==> src/hw/ucr_regs.svh <==
// register offsets, field positions, mode codes and packet limits of the responder
`ifndef UCR_REGS_SVH
`define UCR_REGS_SVH
// word offsets on the bus
`define UCR_OFF_MODE 8'h00
`define UCR_OFF_COUNT 8'h04
`define UCR_OFF_DATA 8'h20
`define UCR_DATA_MASK 8'he0
// mode register fields
`define UCR_MODE_LSB 0
`define UCR_FLAG_A 4
`define UCR_FLAG_O 5
`define UCR_FLAG_I 6
`define UCR_FLAG_S 7
// count register fields
`define UCR_CNT_LSB 0
`define UCR_DVAL_BIT 6
`define UCR_TOG_BIT 7
// flag masks in set order {s, i, o, a}
`define UCR_SET_S 4'h8
`define UCR_SET_I 4'h4
`define UCR_SET_O 4'h2
`define UCR_SET_A 4'h1
// endpoint mode codes
`define UCR_MODE_DISABLE 4'h0
`define UCR_MODE_NAK 4'h1
`define UCR_MODE_STATOUT 4'h2
`define UCR_MODE_STALL 4'h3
`define UCR_MODE_ACKOUT 4'hb
`define UCR_MODE_ACKIN 4'hf
// packet limits
`define UCR_MAX_RX 4'ha
`define UCR_STATUS_CNT 4'h2
`define UCR_ZERO_WORD 32'h0000_0000
`endif

==> src/hw/ucr_pkg.sv <==
// types shared by the control endpoint responder
package ucr_pkg;
   typedef enum logic [1:0] {TK_SETUP, TK_IN, TK_OUT} ucr_tok_t;
   typedef enum logic [2:0] {EV_NONE, EV_SETUP_END, EV_OUT_END, EV_IN_TOK, EV_IN_ACK} ucr_evt_t;
   typedef enum logic [2:0] {RS_NONE, RS_ACK, RS_NAK, RS_STALL, RS_TX, RS_TX0} ucr_resp_t;
   typedef enum logic [1:0] {ST_IDLE, ST_RX, ST_TX, ST_WAIT} ucr_state_t;
endpackage

==> src/hw/ucr_if.sv <==
// event and decision signals between the engine and its response table
interface ucr_if;
   import ucr_pkg::*;
   logic [3:0] mode;
   ucr_evt_t kind;
   logic [3:0] rx_count;
   logic rx_ok;
   logic rx_tog;
   ucr_resp_t resp;
   logic upd_mode;
   logic [3:0] new_mode;
   logic [3:0] set_flags;
   logic store;
   logic stat_fix;
   logic irq;
   modport engine (output mode, kind, rx_count, rx_ok, rx_tog,
      input resp, upd_mode, new_mode, set_flags, store, stat_fix, irq);
   modport table_side (input mode, kind, rx_count, rx_ok, rx_tog,
      output resp, upd_mode, new_mode, set_flags, store, stat_fix, irq);
endinterface

==> src/hw/ucr_decide.sv <==
// response table: maps mode and bus event to handshake and state updates
`include "ucr_regs.svh"
module ucr_decide (
   // decision port
   ucr_if.table_side d
);
   import ucr_pkg::*;
   logic ctl_mode;
   logic rx_good;
   logic status_good;
   // response per mode and event
   always_comb begin
      ctl_mode = (d.mode == `UCR_MODE_NAK) || (d.mode == `UCR_MODE_STATOUT) ||
         (d.mode == `UCR_MODE_STALL) || (d.mode == `UCR_MODE_ACKOUT) ||
         (d.mode == `UCR_MODE_ACKIN);
      rx_good = ctl_mode && (d.rx_count <= `UCR_MAX_RX) && d.rx_ok;
      status_good = (d.rx_count == `UCR_STATUS_CNT) && d.rx_tog;
      d.resp = RS_NONE;
      d.upd_mode = 1'b0;
      d.new_mode = d.mode;
      d.set_flags = 4'h0;
      d.store = 1'b0;
      d.stat_fix = 1'b0;
      d.irq = 1'b0;
      case (d.kind)
         EV_SETUP_END: begin
            if (rx_good) begin
               d.resp = RS_ACK;
               d.upd_mode = 1'b1;
               d.new_mode = `UCR_MODE_NAK;
               d.set_flags = `UCR_SET_S | `UCR_SET_A;
               d.store = 1'b1;
               d.irq = 1'b1;
            end
         end
         EV_OUT_END: begin
            if (rx_good) begin
               if (d.mode == `UCR_MODE_STALL) begin
                  d.resp = RS_STALL;
               end else if (d.mode == `UCR_MODE_NAK) begin
                  d.resp = RS_NAK;
               end else if (d.mode == `UCR_MODE_ACKOUT) begin
                  d.resp = RS_ACK;
                  d.upd_mode = 1'b1;
                  d.new_mode = `UCR_MODE_NAK;
                  d.set_flags = `UCR_SET_O | `UCR_SET_A;
                  d.store = 1'b1;
                  d.irq = 1'b1;
               end else if (status_good) begin
                  d.resp = RS_ACK;
                  d.upd_mode = 1'b1;
                  d.new_mode = (d.mode == `UCR_MODE_ACKIN) ? `UCR_MODE_STATOUT :
                     `UCR_MODE_STALL;
                  d.set_flags = `UCR_SET_O | `UCR_SET_A;
                  d.stat_fix = 1'b1;
                  d.irq = 1'b1;
               end else begin
                  d.resp = RS_STALL;
                  d.upd_mode = 1'b1;
                  d.new_mode = `UCR_MODE_STALL;
                  d.irq = 1'b1;
               end
            end
         end
         EV_IN_TOK: begin
            if (d.mode == `UCR_MODE_STALL) begin
               d.resp = RS_STALL;
            end else if (d.mode == `UCR_MODE_NAK) begin
               d.resp = RS_NAK;
            end else if (d.mode == `UCR_MODE_ACKIN) begin
               d.resp = RS_TX;
            end else if (d.mode == `UCR_MODE_ACKOUT) begin
               d.resp = RS_TX0;
            end else if (d.mode == `UCR_MODE_STATOUT) begin
               d.resp = RS_STALL;
               d.upd_mode = 1'b1;
               d.new_mode = `UCR_MODE_STALL;
               d.irq = 1'b1;
            end
         end
         EV_IN_ACK: begin
            if (d.mode == `UCR_MODE_ACKIN || d.mode == `UCR_MODE_ACKOUT) begin
               d.upd_mode = 1'b1;
               d.new_mode = (d.mode == `UCR_MODE_ACKIN) ? `UCR_MODE_NAK : `UCR_MODE_STALL;
               d.set_flags = `UCR_SET_I | `UCR_SET_A;
               d.irq = 1'b1;
            end
         end
         default: begin
            d.resp = RS_NONE;
         end
      endcase
   end
endmodule

==> src/hw/ucr_top.sv <==
// control endpoint responder: token handling, endpoint registers and bus slave
// Behaviour
// - mode 0000 ignores every token: no handshake, no state change
// - SETUP longer than ten bytes gets no handshake; buffer may hold junk
// - SETUP of ten bytes or fewer with bad data gets no handshake; buffer may hold junk
// - good SETUP: ACK, store data, toggle, count, valid, flags S A, mode 0001, interrupt
// - mode 0011 answers IN with STALL, nothing else changes
// - mode 0011 answers a good OUT with STALL, nothing else changes
// - OUT longer than ten bytes or with bad data gets no handshake
// - mode 0001 answers IN with NAK, nothing else changes
// - mode 0001 answers a good OUT with NAK, nothing else changes
// - mode 1111 sends the buffer on IN; host ACK sets I A, mode 0001, interrupt
// - mode 1111 OUT count not two: STALL, mode 0011, interrupt
// - mode 1111 two-byte OUT with toggle zero: STALL, mode 0011, interrupt
// - mode 1111 good status OUT: ACK, O A, mode 0010, toggle valid one, count 2
// - mode 0010 IN: STALL, mode 0011, interrupt
// - mode 0010 OUT with wrong count or toggle zero: STALL, mode 0011, interrupt
// - mode 0010 good status OUT: ACK, O A, mode 0011, toggle valid one, count 2
// - mode 1011 sends zero-length data on IN; host ACK sets I A, mode 0011
// - mode 1011 good OUT: ACK, store data, O A flags, mode 0001, interrupt
// - data reply to IN in mode 1111 sends exactly the programmed byte count
`include "ucr_regs.svh"
module ucr_top (
   // clock and reset
   input wire logic hclk,
   input wire logic hresetn,
   // ahb-lite slave
   input wire logic hsel,
   input wire logic [31:0] haddr,
   input wire logic [1:0] htrans,
   input wire logic hwrite,
   input wire logic [2:0] hsize,
   input wire logic [31:0] hwdata,
   input wire logic hready,
   output logic [31:0] hrdata,
   output logic hreadyout,
   output logic hresp,
   // tokens and received packets from the serial interface engine
   input wire logic tok_valid,
   input wire ucr_pkg::ucr_tok_t tok_kind,
   input wire logic rx_byte_valid,
   input wire logic [7:0] rx_byte,
   input wire logic pkt_end,
   input wire logic [3:0] rx_count,
   input wire logic rx_ok,
   input wire logic received_toggle,
   // host handshake after a data reply
   input wire logic host_ack,
   input wire logic host_noack,
   // replies to the serial interface engine
   output logic hs_valid,
   output ucr_pkg::ucr_resp_t hs_code,
   output logic tx_start,
   output logic [3:0] tx_len,
   output logic tx_byte_valid,
   output logic [7:0] tx_byte,
   input wire logic tx_byte_ready,
   // endpoint event
   output logic ep_irq
);
   import ucr_pkg::*;

   ucr_if dec ();

   ucr_decide u_decide (
      .d(dec.table_side)
   );

   // endpoint state
   ucr_state_t state_q, state_d;
   ucr_tok_t rtok_q, rtok_d;
   logic [3:0] mode_q, mode_d;
   logic [3:0] flags_q, flags_d;
   logic [3:0] count_q, count_d;
   logic tog_q, tog_d;
   logic dval_q, dval_d;
   logic [7:0] buf_q [8];
   logic [7:0] buf_d [8];
   logic [3:0] widx_q, widx_d;
   logic [2:0] tidx_q, tidx_d;
   logic [3:0] left_q, left_d;
   logic hs_valid_q, hs_valid_d;
   ucr_resp_t hs_code_q, hs_code_d;
   logic tx_start_q, tx_start_d;
   logic [3:0] tx_len_q, tx_len_d;
   logic tx_bv_q, tx_bv_d;
   logic [7:0] tx_byte_q, tx_byte_d;
   logic irq_q, irq_d;
   // bus state
   logic wr_pend_q, wr_pend_d;
   logic [7:0] wr_addr_q, wr_addr_d;
   logic [31:0] hrdata_q, hrdata_d;
   logic hreadyout_q;
   logic addr_phase;
   logic fw_wr;
   logic rx_store;

   assign addr_phase = hsel && hready && htrans[1];
   assign fw_wr = wr_pend_q;

   // event presented to the response table
   always_comb begin
      dec.mode = mode_q;
      dec.rx_count = rx_count;
      dec.rx_ok = rx_ok;
      dec.rx_tog = received_toggle;
      dec.kind = EV_NONE;
      if (state_q == ST_IDLE && tok_valid && tok_kind == TK_IN) begin
         dec.kind = EV_IN_TOK;
      end else if (state_q == ST_RX && pkt_end) begin
         dec.kind = (rtok_q == TK_SETUP) ? EV_SETUP_END : EV_OUT_END;
      end else if (state_q == ST_WAIT && host_ack) begin
         dec.kind = EV_IN_ACK;
      end
   end

   // next state of the endpoint engine and its registers
   always_comb begin
      state_d = state_q;
      rtok_d = rtok_q;
      mode_d = mode_q;
      flags_d = flags_q;
      count_d = count_q;
      tog_d = tog_q;
      dval_d = dval_q;
      buf_d = buf_q;
      widx_d = widx_q;
      tidx_d = tidx_q;
      left_d = left_q;
      hs_valid_d = 1'b0;
      hs_code_d = hs_code_q;
      tx_start_d = 1'b0;
      tx_len_d = tx_len_q;
      tx_bv_d = tx_bv_q;
      tx_byte_d = tx_byte_q;
      irq_d = 1'b0;
      // firmware writes first so that hardware updates win
      if (fw_wr && wr_addr_q == `UCR_OFF_MODE) begin
         mode_d = hwdata[`UCR_MODE_LSB +: 4];
         flags_d = 4'h0;
      end else if (fw_wr && wr_addr_q == `UCR_OFF_COUNT) begin
         count_d = hwdata[`UCR_CNT_LSB +: 4];
         dval_d = hwdata[`UCR_DVAL_BIT];
         tog_d = hwdata[`UCR_TOG_BIT];
      end else if (fw_wr && (wr_addr_q & `UCR_DATA_MASK) == `UCR_OFF_DATA) begin
         buf_d[wr_addr_q[4:2]] = hwdata[7:0];
      end
      // buffer fills while a SETUP or an accepting OUT arrives
      rx_store = (rtok_q == TK_SETUP) || (mode_q == `UCR_MODE_ACKOUT);
      case (state_q)
         ST_IDLE: begin
            if (tok_valid && tok_kind == TK_IN) begin
               if (dec.resp == RS_TX || dec.resp == RS_TX0) begin
                  tx_start_d = 1'b1;
                  tx_len_d = (dec.resp == RS_TX) ? count_q : 4'h0;
                  left_d = tx_len_d;
                  if (tx_len_d == 4'h0) begin
                     state_d = ST_WAIT;
                  end else begin
                     tx_bv_d = 1'b1;
                     tx_byte_d = buf_q[0];
                     tidx_d = 3'h1;
                     state_d = ST_TX;
                  end
               end else if (dec.resp != RS_NONE) begin
                  hs_valid_d = 1'b1;
                  hs_code_d = dec.resp;
               end
            end else if (tok_valid && mode_q != `UCR_MODE_DISABLE) begin
               rtok_d = tok_kind;
               widx_d = 4'h0;
               state_d = ST_RX;
            end
         end
         ST_RX: begin
            if (rx_byte_valid && rx_store && !widx_q[3]) begin
               buf_d[widx_q[2:0]] = rx_byte;
               widx_d = widx_q + 4'h1;
            end
            if (pkt_end) begin
               state_d = ST_IDLE;
               if (dec.resp != RS_NONE) begin
                  hs_valid_d = 1'b1;
                  hs_code_d = dec.resp;
               end
            end
         end
         ST_TX: begin
            if (tx_bv_q && tx_byte_ready) begin
               if (left_q == 4'h1) begin
                  tx_bv_d = 1'b0;
                  state_d = ST_WAIT;
               end else begin
                  tx_byte_d = buf_q[tidx_q];
                  tidx_d = tidx_q + 3'h1;
                  left_d = left_q - 4'h1;
               end
            end
         end
         ST_WAIT: begin
            if (host_ack || host_noack) begin
               state_d = ST_IDLE;
            end
         end
         default: begin
            state_d = ST_IDLE;
         end
      endcase
      // apply the table's updates
      if (dec.upd_mode) begin
         mode_d = dec.new_mode;
      end
      flags_d = flags_d | dec.set_flags;
      if (dec.store) begin
         count_d = rx_count;
         tog_d = received_toggle;
         dval_d = 1'b1;
      end
      if (dec.stat_fix) begin
         count_d = `UCR_STATUS_CNT;
         tog_d = 1'b1;
         dval_d = 1'b1;
      end
      irq_d = dec.irq;
   end

   // endpoint registers
   always_ff @(posedge hclk or negedge hresetn) begin
      if (!hresetn) begin
         state_q <= ST_IDLE;
         rtok_q <= TK_SETUP;
         mode_q <= `UCR_MODE_DISABLE;
         flags_q <= 4'h0;
         count_q <= 4'h0;
         tog_q <= 1'b0;
         dval_q <= 1'b0;
         for (int i = 0; i < 8; i++) begin
            buf_q[i] <= 8'h00;
         end
         widx_q <= 4'h0;
         tidx_q <= 3'h0;
         left_q <= 4'h0;
         hs_valid_q <= 1'b0;
         hs_code_q <= RS_NONE;
         tx_start_q <= 1'b0;
         tx_len_q <= 4'h0;
         tx_bv_q <= 1'b0;
         tx_byte_q <= 8'h00;
         irq_q <= 1'b0;
      end else begin
         state_q <= state_d;
         rtok_q <= rtok_d;
         mode_q <= mode_d;
         flags_q <= flags_d;
         count_q <= count_d;
         tog_q <= tog_d;
         dval_q <= dval_d;
         buf_q <= buf_d;
         widx_q <= widx_d;
         tidx_q <= tidx_d;
         left_q <= left_d;
         hs_valid_q <= hs_valid_d;
         hs_code_q <= hs_code_d;
         tx_start_q <= tx_start_d;
         tx_len_q <= tx_len_d;
         tx_bv_q <= tx_bv_d;
         tx_byte_q <= tx_byte_d;
         irq_q <= irq_d;
      end
   end

   // bus slave: zero wait states, read data prepared in the address phase
   always_comb begin
      wr_pend_d = addr_phase && hwrite;
      wr_addr_d = addr_phase ? haddr[7:0] : wr_addr_q;
      hrdata_d = hrdata_q;
      if (addr_phase && !hwrite) begin
         if (haddr[31:8] != 24'h00_0000) begin
            hrdata_d = `UCR_ZERO_WORD;
         end else if (haddr[7:0] == `UCR_OFF_MODE) begin
            hrdata_d = {24'h00_0000, flags_q, mode_q};
         end else if (haddr[7:0] == `UCR_OFF_COUNT) begin
            hrdata_d = {24'h00_0000, tog_q, dval_q, 2'b00, count_q};
         end else if ((haddr[7:0] & `UCR_DATA_MASK) == `UCR_OFF_DATA && haddr[1:0] == 2'b00)
            begin
            hrdata_d = {24'h00_0000, buf_q[haddr[4:2]]};
         end else begin
            hrdata_d = `UCR_ZERO_WORD;
         end
      end
   end

   // bus registers
   always_ff @(posedge hclk or negedge hresetn) begin
      if (!hresetn) begin
         wr_pend_q <= 1'b0;
         wr_addr_q <= 8'h00;
         hrdata_q <= `UCR_ZERO_WORD;
         hreadyout_q <= 1'b0;
      end else begin
         wr_pend_q <= wr_pend_d;
         wr_addr_q <= wr_addr_d;
         hrdata_q <= hrdata_d;
         hreadyout_q <= 1'b1;
      end
   end

   // outputs straight from flip-flops, except hresp, which is tied low
   assign hrdata = hrdata_q;
   assign hreadyout = hreadyout_q;
   assign hresp = 1'b0;
   assign hs_valid = hs_valid_q;
   assign hs_code = hs_code_q;
   assign tx_start = tx_start_q;
   assign tx_len = tx_len_q;
   assign tx_byte_valid = tx_bv_q;
   assign tx_byte = tx_byte_q;
   assign ep_irq = irq_q;
endmodule

==> config.mk <==
export PLATFORM = sky130hd
export DESIGN_NAME = ucr_top
export DESIGN_NICKNAME = d
export VERILOG_FILES = /design/src/hw/ucr_pkg.sv /design/src/hw/ucr_if.sv /design/src/hw/ucr_decide.sv /design/src/hw/ucr_top.sv
export VERILOG_INCLUDE_DIRS = /design/src /design/src/hw
export SDC_FILE = /design/constraint.sdc
export NUM_CORES = 1
export LEC_CHECK = 0
export ABC_CLOCK_PERIOD_IN_PS = 2700
export BUFFER_PORTS_ARGS = -buffer_cell sky130_fd_sc_hd__buf_2
export CAP_MARGIN = 25
export CELL_PAD_IN_SITES_DETAIL_PLACEMENT = 2
export CELL_PAD_IN_SITES_GLOBAL_PLACEMENT = 2
export CORE_UTILIZATION = 30
export CTS_CLUSTER_DIAMETER = 40
export DETAILED_ROUTE_END_ITERATION = 10
export PLACE_DENSITY = 0.72
export SETUP_SLACK_MARGIN = 0.15
export SLEW_MARGIN = 5
export SYNTH_ARGS = -nofsm -noshare
export SYNTH_HDL_FRONTEND = slang
export SYNTH_SLANG_ARGS = --single-unit
export TNS_END_PERCENT = 20
==> constraint.sdc <==
create_clock -name hclk -period 2.7 [get_ports hclk]
set_input_delay 0.54 -clock hclk [delete_from_list [all_inputs] [get_ports hclk]]
set_output_delay 0.54 -clock hclk [all_outputs]
set_load 0.005 [all_outputs]
# After elaboration in Yosys (flattened, before gate mapping)

Cells that the tools add are included.

Bits in registers: 154
Input port bits: 96
Logic and storage cells: 294

Add/sub/neg operators: 3
Bitwise logic cells: 6
Eq/ne operators: 47
Multiplexer cells: 147
Reductions and logical operators: 55
Magnitude comparators: 7

Operator list:

| kind                                                      | count |
|---|---|
| two-way mux 64 bit                                        | 5 |
| bitwise mux 64 bit                                        | 2 |
| two-way mux 4 bit                                         | 32 |
| two-way mux 8 bit                                         | 15 |
| two-way mux 3 bit                                         | 21 |
| binary-select mux 8 bit (select 3 bit)                    | 2 |
| demux 8 bit (select 3 bit)                                | 2 |
| two-way mux 1 bit                                         | 43 |
| two-way mux 2 bit                                         | 12 |
| nonzero test 24 bit                                       | 1 |
| logical AND 1 bit                                         | 22 |
| inequality test 3 bit (second input constant)             | 7 |
| AND reduction 6 bit                                       | 3 |
| == test 8 x 3 -> 1 bit (second input constant)            | 2 |
| greater-or-equal comparator 4 bit (second input constant) | 4 |
| logical NOT 8 bit                                         | 2 |
| inverter 3 -> 4 bit                                       | 4 |
| one-hot mux 4 bit (2 select lines)                        | 2 |
| one-hot mux 4 bit (4 select lines)                        | 1 |
| one-hot mux 8 bit (2 select lines)                        | 1 |
| inequality test 3 x 2 -> 1 bit (second input constant)    | 5 |
| inequality test 2 bit (second input constant)             | 7 |
| == test 4 x 2 -> 1 bit (second input constant)            | 3 |
| one-hot mux 3 bit (2 select lines)                        | 2 |
| 34 further kinds                                          | 65 |

# Logic depth before layout (Yosys ltp)

Depth in word-level cells: 16
Mapped depth: 9

# Modules after synthesis

A second synthesis with hierarchy kept.

Cells, all modules: 776
Area, all modules: 7946.4 µm²

By module, submodules not included:

| module     | area an instance (µm²) | instances | cells an instance | seq. area each (µm²) |
|---|---|---|---|---|
| ucr_top    | 7544.7                 | 1         | 712               | 3253.1 |
| ucr_decide | 401.6                  | 1         | 64                | 0.0 |

# Worst setup path after synthesis

Ideal clock, no wire load.

Path kind: input to register
Start point: input tok_kind[1]
End point: register tx_byte_q[1] (netlist: tx_byte[1])
Library setup time: 0.125 ns
Path buffers: 2
Path slack: 0.511 ns
Data arrival time: 2.064 ns
Stages: 7
Path through: nand3b_1 > or4_1 > buf_2 > o31ai_2 > nand2b_1 > buf_6 > mux2_4

Cells in the longest elaborated chain, start to end: 10

Ends and longest elaborated chain:

| element                                                          | RTL line                       | text |
|---|---|---|
| start, declared                                                  | ucr_top.sv:40                  | `input wire ucr_pkg::ucr_tok_t tok_kind,` |
| == test 2 x 1 -> 1 bit *                                         | ucr_top.sv:108, ucr_top.sv:152 |  |
| logical AND 1 bit                                                | ucr_top.sv:108                 | `if (state_q == ST_IDLE && tok_valid && tok_kind == TK_IN) begin` |
| two-way mux 3 bit                                                | ucr_top.sv:108                 |  |
| == test 3 x 2 -> 1 bit or == test 3 x 1 -> 1 bit (tied branches) | ucr_decide.sv:25               | `case (d.kind)` |
| one-hot mux 3 bit (3 select lines)                               | ucr_decide.sv:25               |  |
| == test 3 bit                                                    | ucr_top.sv:153, ucr_top.sv:155 |  |
| two-way mux 4 bit                                                | ucr_top.sv:155                 | `tx_len_d = (dec.resp == RS_TX) ? count_q : 4'h0;` |
| logical NOT 4 bit                                                | ucr_top.sv:157                 | `if (tx_len_d == 4'h0) begin` |
| inequality test 2 bit (no source line)                           | -                              |  |
| AND reduction 6 bit (no source line) *                           | -                              |  |
| end signal, assigned                                             | ucr_top.sv:267                 | `tx_byte_q <= tx_byte_d;` |
| end, declared                                                    | ucr_top.sv:87                  | `logic [7:0] tx_byte_q, tx_byte_d;` |

Every way passes the cells marked *; elsewhere a longest branch is shown, timed or not.
A chain may end at the register's enable or synchronous reset.

# Final worst setup path

Start point: register left_q[1]
End point: register tx_byte_q[0] (netlist: tx_byte[0])

Cells in the longest elaborated chain, start to end: 3

Ends and longest elaborated chain:

| element                                | RTL line       | text |
|---|---|---|
| start, declared                        | ucr_top.sv:81  | `logic [3:0] left_q, left_d;` |
| start signal, assigned                 | ucr_top.sv:261 | `left_q <= left_d;` |
| == test 4 x 1 -> 1 bit                 | ucr_top.sv:190 | `if (left_q == 4'h1) begin` |
| inequality test 2 bit (no source line) | -              |  |
| AND reduction 6 bit (no source line)   | -              |  |

No other way between the ends.

==> results.md <==
- Run status: finished, final reports clean
- Hold Crit Class: input pin to async pin
- Gpl congestion: 0.775
- H-tree depth: 4
- Syn Area/Cell: 10.2 um2
- Initial antenna violation count: 0
- Ys flop type: dfrtp_1
- Fin crit period: 2360 ps
- Pint: 0.00501 W
- DRT iter0 DRCs: 277
- Row count: 58
- Crit end category: flip-flop
- Crit-path max FO: 11
- Hold buffers post-CTS: 0
- CTS Buf Count: 17
- Final Hold Vio Count: 0
- Die Wd: 163 um
- CTS Root Cell: clkbuf_16
- Leakage power: 4.17 nW
- IO Port Bufs: 95
- Clock transition at path regs: 60 ps
- Buf/Inv on CP: 2
- Logic pwr share: 0.314
- Critical path class: flip-flop to flip-flop
- Net Sw Frac: 0.340
- Fmax: 423 MHz
- Synthesized area: 7770 um2
- Post_cts resized: 0
- Yosys reg bits: 130
- Total congestion overflow: 0
- Placed Cells: 1160
- Final setup violating endpoints: 0
- Crit path launch type: flip-flop
- Initial core utilization: 0.307
- I/O Pins: 149
- Largest net degree at the start of global routing: 49
- Slowest stage delay, CP: 540 ps
- Sequential Power Share: 0.382
- Vias in the first global route: 6991
- Clock Sinks: 130
- Critical-path cell list: inv_1, ha_1, or3b_2, nand2_1, a21o_1, nand2b_1, buf_4, mux2_2
- Sw power: 0.00258 W
- Total setup buffers inserted after CTS: 0
- RSZ-0062 raised after global routing: no
- Post-synthesis sequential area ratio: 0.418
- Top delay family on crit path: simple AND/OR/NAND/NOR gates
- Post-route DRC violation count: 0
- Period utilization: 0.875
- Fraction of registers with async set or reset after synthesis: 1.00
- Core box area: 25300 um2
- Max Cap Violations: 0
- Setup Skew: 7.00 ps
- Final wirelength: 26700 um
- Worst slew pin tran: 848 ps
- Worst-Skew Late Latency: 420 ps
- Inserted Diodes: 0
- Clock Tree Buf Depth: 2
- Die height: 163 um
- Syn. warnings: 0
- Die area: 26600 um2
- Fill count: 2753
- Detail Route Antenna Nets: 0
- Rel. slew slack: 0.433
- Layout cells sized above 1: 0.272
- DRT Pass-1 Iters: 6
- Power share of the clock group: 0.304
- CP arrival: 2670 ps
- Via-per-instance ratio: 5.32
- Half-perimeter wire length after placement: 18800 um
- Finished Core Util: 0.361
- Synth cell types: 65
- Setup TNS: 0 ps
- Power Total: 0.00759 W
- Worst Path Required: 3000 ps
- Number of enable flip-flop cells after synthesis: 0
- Layout Cells excl Fill: 1190
- Fin nets: 949
- Global Route Usage Sum: 0.210
- Mapped Cells: 762
- CTS tree: built
- Worst vdd ir: 0.521 mV
- Worst Hold Slack: 71.7 ps
- Layout area overhead: 17.7%
- PwrDens: 830 nW/um2
- Wire length per cell: 22.4 um
- Overall via count from detail_route: 6327
- CP max-delay cell: or3b_2
- First-pass GRT wire length: 41500 um
- Final max-slew violation count: 0
[power by group through the flow]
stage,Sequential [W],Combinational (W),Clock (W)
2_1_floorplan,0.00274,0.00172,0
3_3_place_gp,0.00289,0.00230,0
3_5_place_dp,0.00293,0.00240,0
6_report,0.00290,0.00239,0.00231
4_1_cts,0.00290,0.00242,0.00235
5_1_grt,0.00297,0.00263,0.00242
[through the flow]
stage               setup WS, ps  area, um2
finish                       339       9150
global route                 224       9150
CTS                          321       9150
detailed placement           188       8560
global placement             271       8560
floorplan                    511       7860
[synthesized netlist by cell type, types with 3 or more instances]
library cell  instances  area, um2
ha_1                  4       50.1
nor2b_1               5       31.3
a211oi_1              3       22.5
o21ai_0              51        255
nand4_1               4       25.0
dfrtp_1             130       3250
and2_1                3       18.8
mux2i_1              86        861
nor3b_1               4       30.0
or2_2                 3       18.8
nor2_1               67        251
buf_2                18       90.1
nand2b_1              6       37.5
a21o_1                6       45.0
clkbuf_1             23       86.3
mux2_4                7        105
nor3_2                3       30.0
a21oi_1              66        330
nand3_1              14       70.1
o211ai_1              3       22.5
nand4b_1              5       43.8
nand2_1              73        274
mux4_2               32        721
nor3_1                5       25.0
buf_4                31        233
inv_1                13       48.8
and3_1                5       31.3
mux2_2               21        236
buf_1                12       45.0
nor4_1                8       50.1
o31ai_1               6       45.0
[logic make-up (layout without fill, tap and decap cells)]
group	after synthesis	after routing	share of synthesized area
fa+ha+maj	4	4	0.00644
flops	130	130	0.418
compound gates	159	159	0.119
mux	146	146	0.247
simple gates	221	221	0.139
xor+xnor	1	1	0.00113
other cells	2	26	0.000966
buf+inv	99	173	0.0668
[worst register-to-register path, stage by stage, from the launching register on]
cell	delay, ps
dfrtp_1	390
inv_1	100
ha_1	160
or3b_2	540
nand2_1	100
a21o_1	210
nand2b_1	130
buf_4	250
mux2_2	370
[layout by cell type (no fill, tap or decap), types with 5 or more instances in the layout]
cell type  Yosys  final
clkbuf_8       0      8
and3_1         5      5
mux2_4         7      7
o21ai_0       51     51
nor4_1         8      8
mux4_2        32     32
a21o_1         6      6
nor2_1        67     67
buf_4         31     34
a21oi_1       66     66
nand2_1       73     73
inv_1         13     13
nor3_1         5      5
nand3_1       14     14
conb_1         2     26
nand2b_1       6      6
nand4b_1       5      5
o31ai_1        6      6
clkbuf_16      0     17
nor2b_1        5      5
buf_2         18     94
mux2_2        21     21
mux2i_1       86     86
dfrtp_1      130    130
[flip-flops by register name, summed over array words and instances, names as in the netlist, 2 cells and up]
name       count
buf_q         64
hrdata         8
tx_byte        8
wr_addr_q      8
count_q        4
dec.mode       4
flags_q        4
left_q         4
tx_len         4
widx_q         4
hs_code        3
tidx_q         3
rtok_q         2
state_q        2
[layer usage]
layer | vias up | wire, um | GRT usage
met4 | 0 | 651 | 0.0769
li1 | 2859 | - | -
met3 | 32 | 1200 | 0.0318
met5 | - | 0 | 0
met2 | 145 | 12700 | 0.342
met1 | 3291 | 12100 | 0.282
[worst paths after layout]
check	slack (ps)	end	startpoint	cells past startpoint
min in group hclk	370	rtok_q[1]	tok_kind[1]	2
max in group asynchronous	1950	buf_q[15]	hresetn	2
worst min-delay path	70	buf_q[12]	hresetn	1
worst max-delay path	340	tx_byte[0]	left_q[1]	8
worst min register to register	470	tx_len[2]	tx_len[2]	2
worst max register to register	340	tx_byte[0]	left_q[1]	8
[area by class of cell]
class,count,area [um2],share of cell area
Multi-Input combinational cell,557,4090,0.447
Sequential cell,130,3250,0.356
Timing Repair Buffer,130,757,0.0828
Clock buffer,26,539,0.0590
Tap cell,330,413,0.0451
Inverter,13,48.8,0.00533
Clock inverter,4,45.0,0.00492
Note: power is estimated with default switching activity, not from simulation.
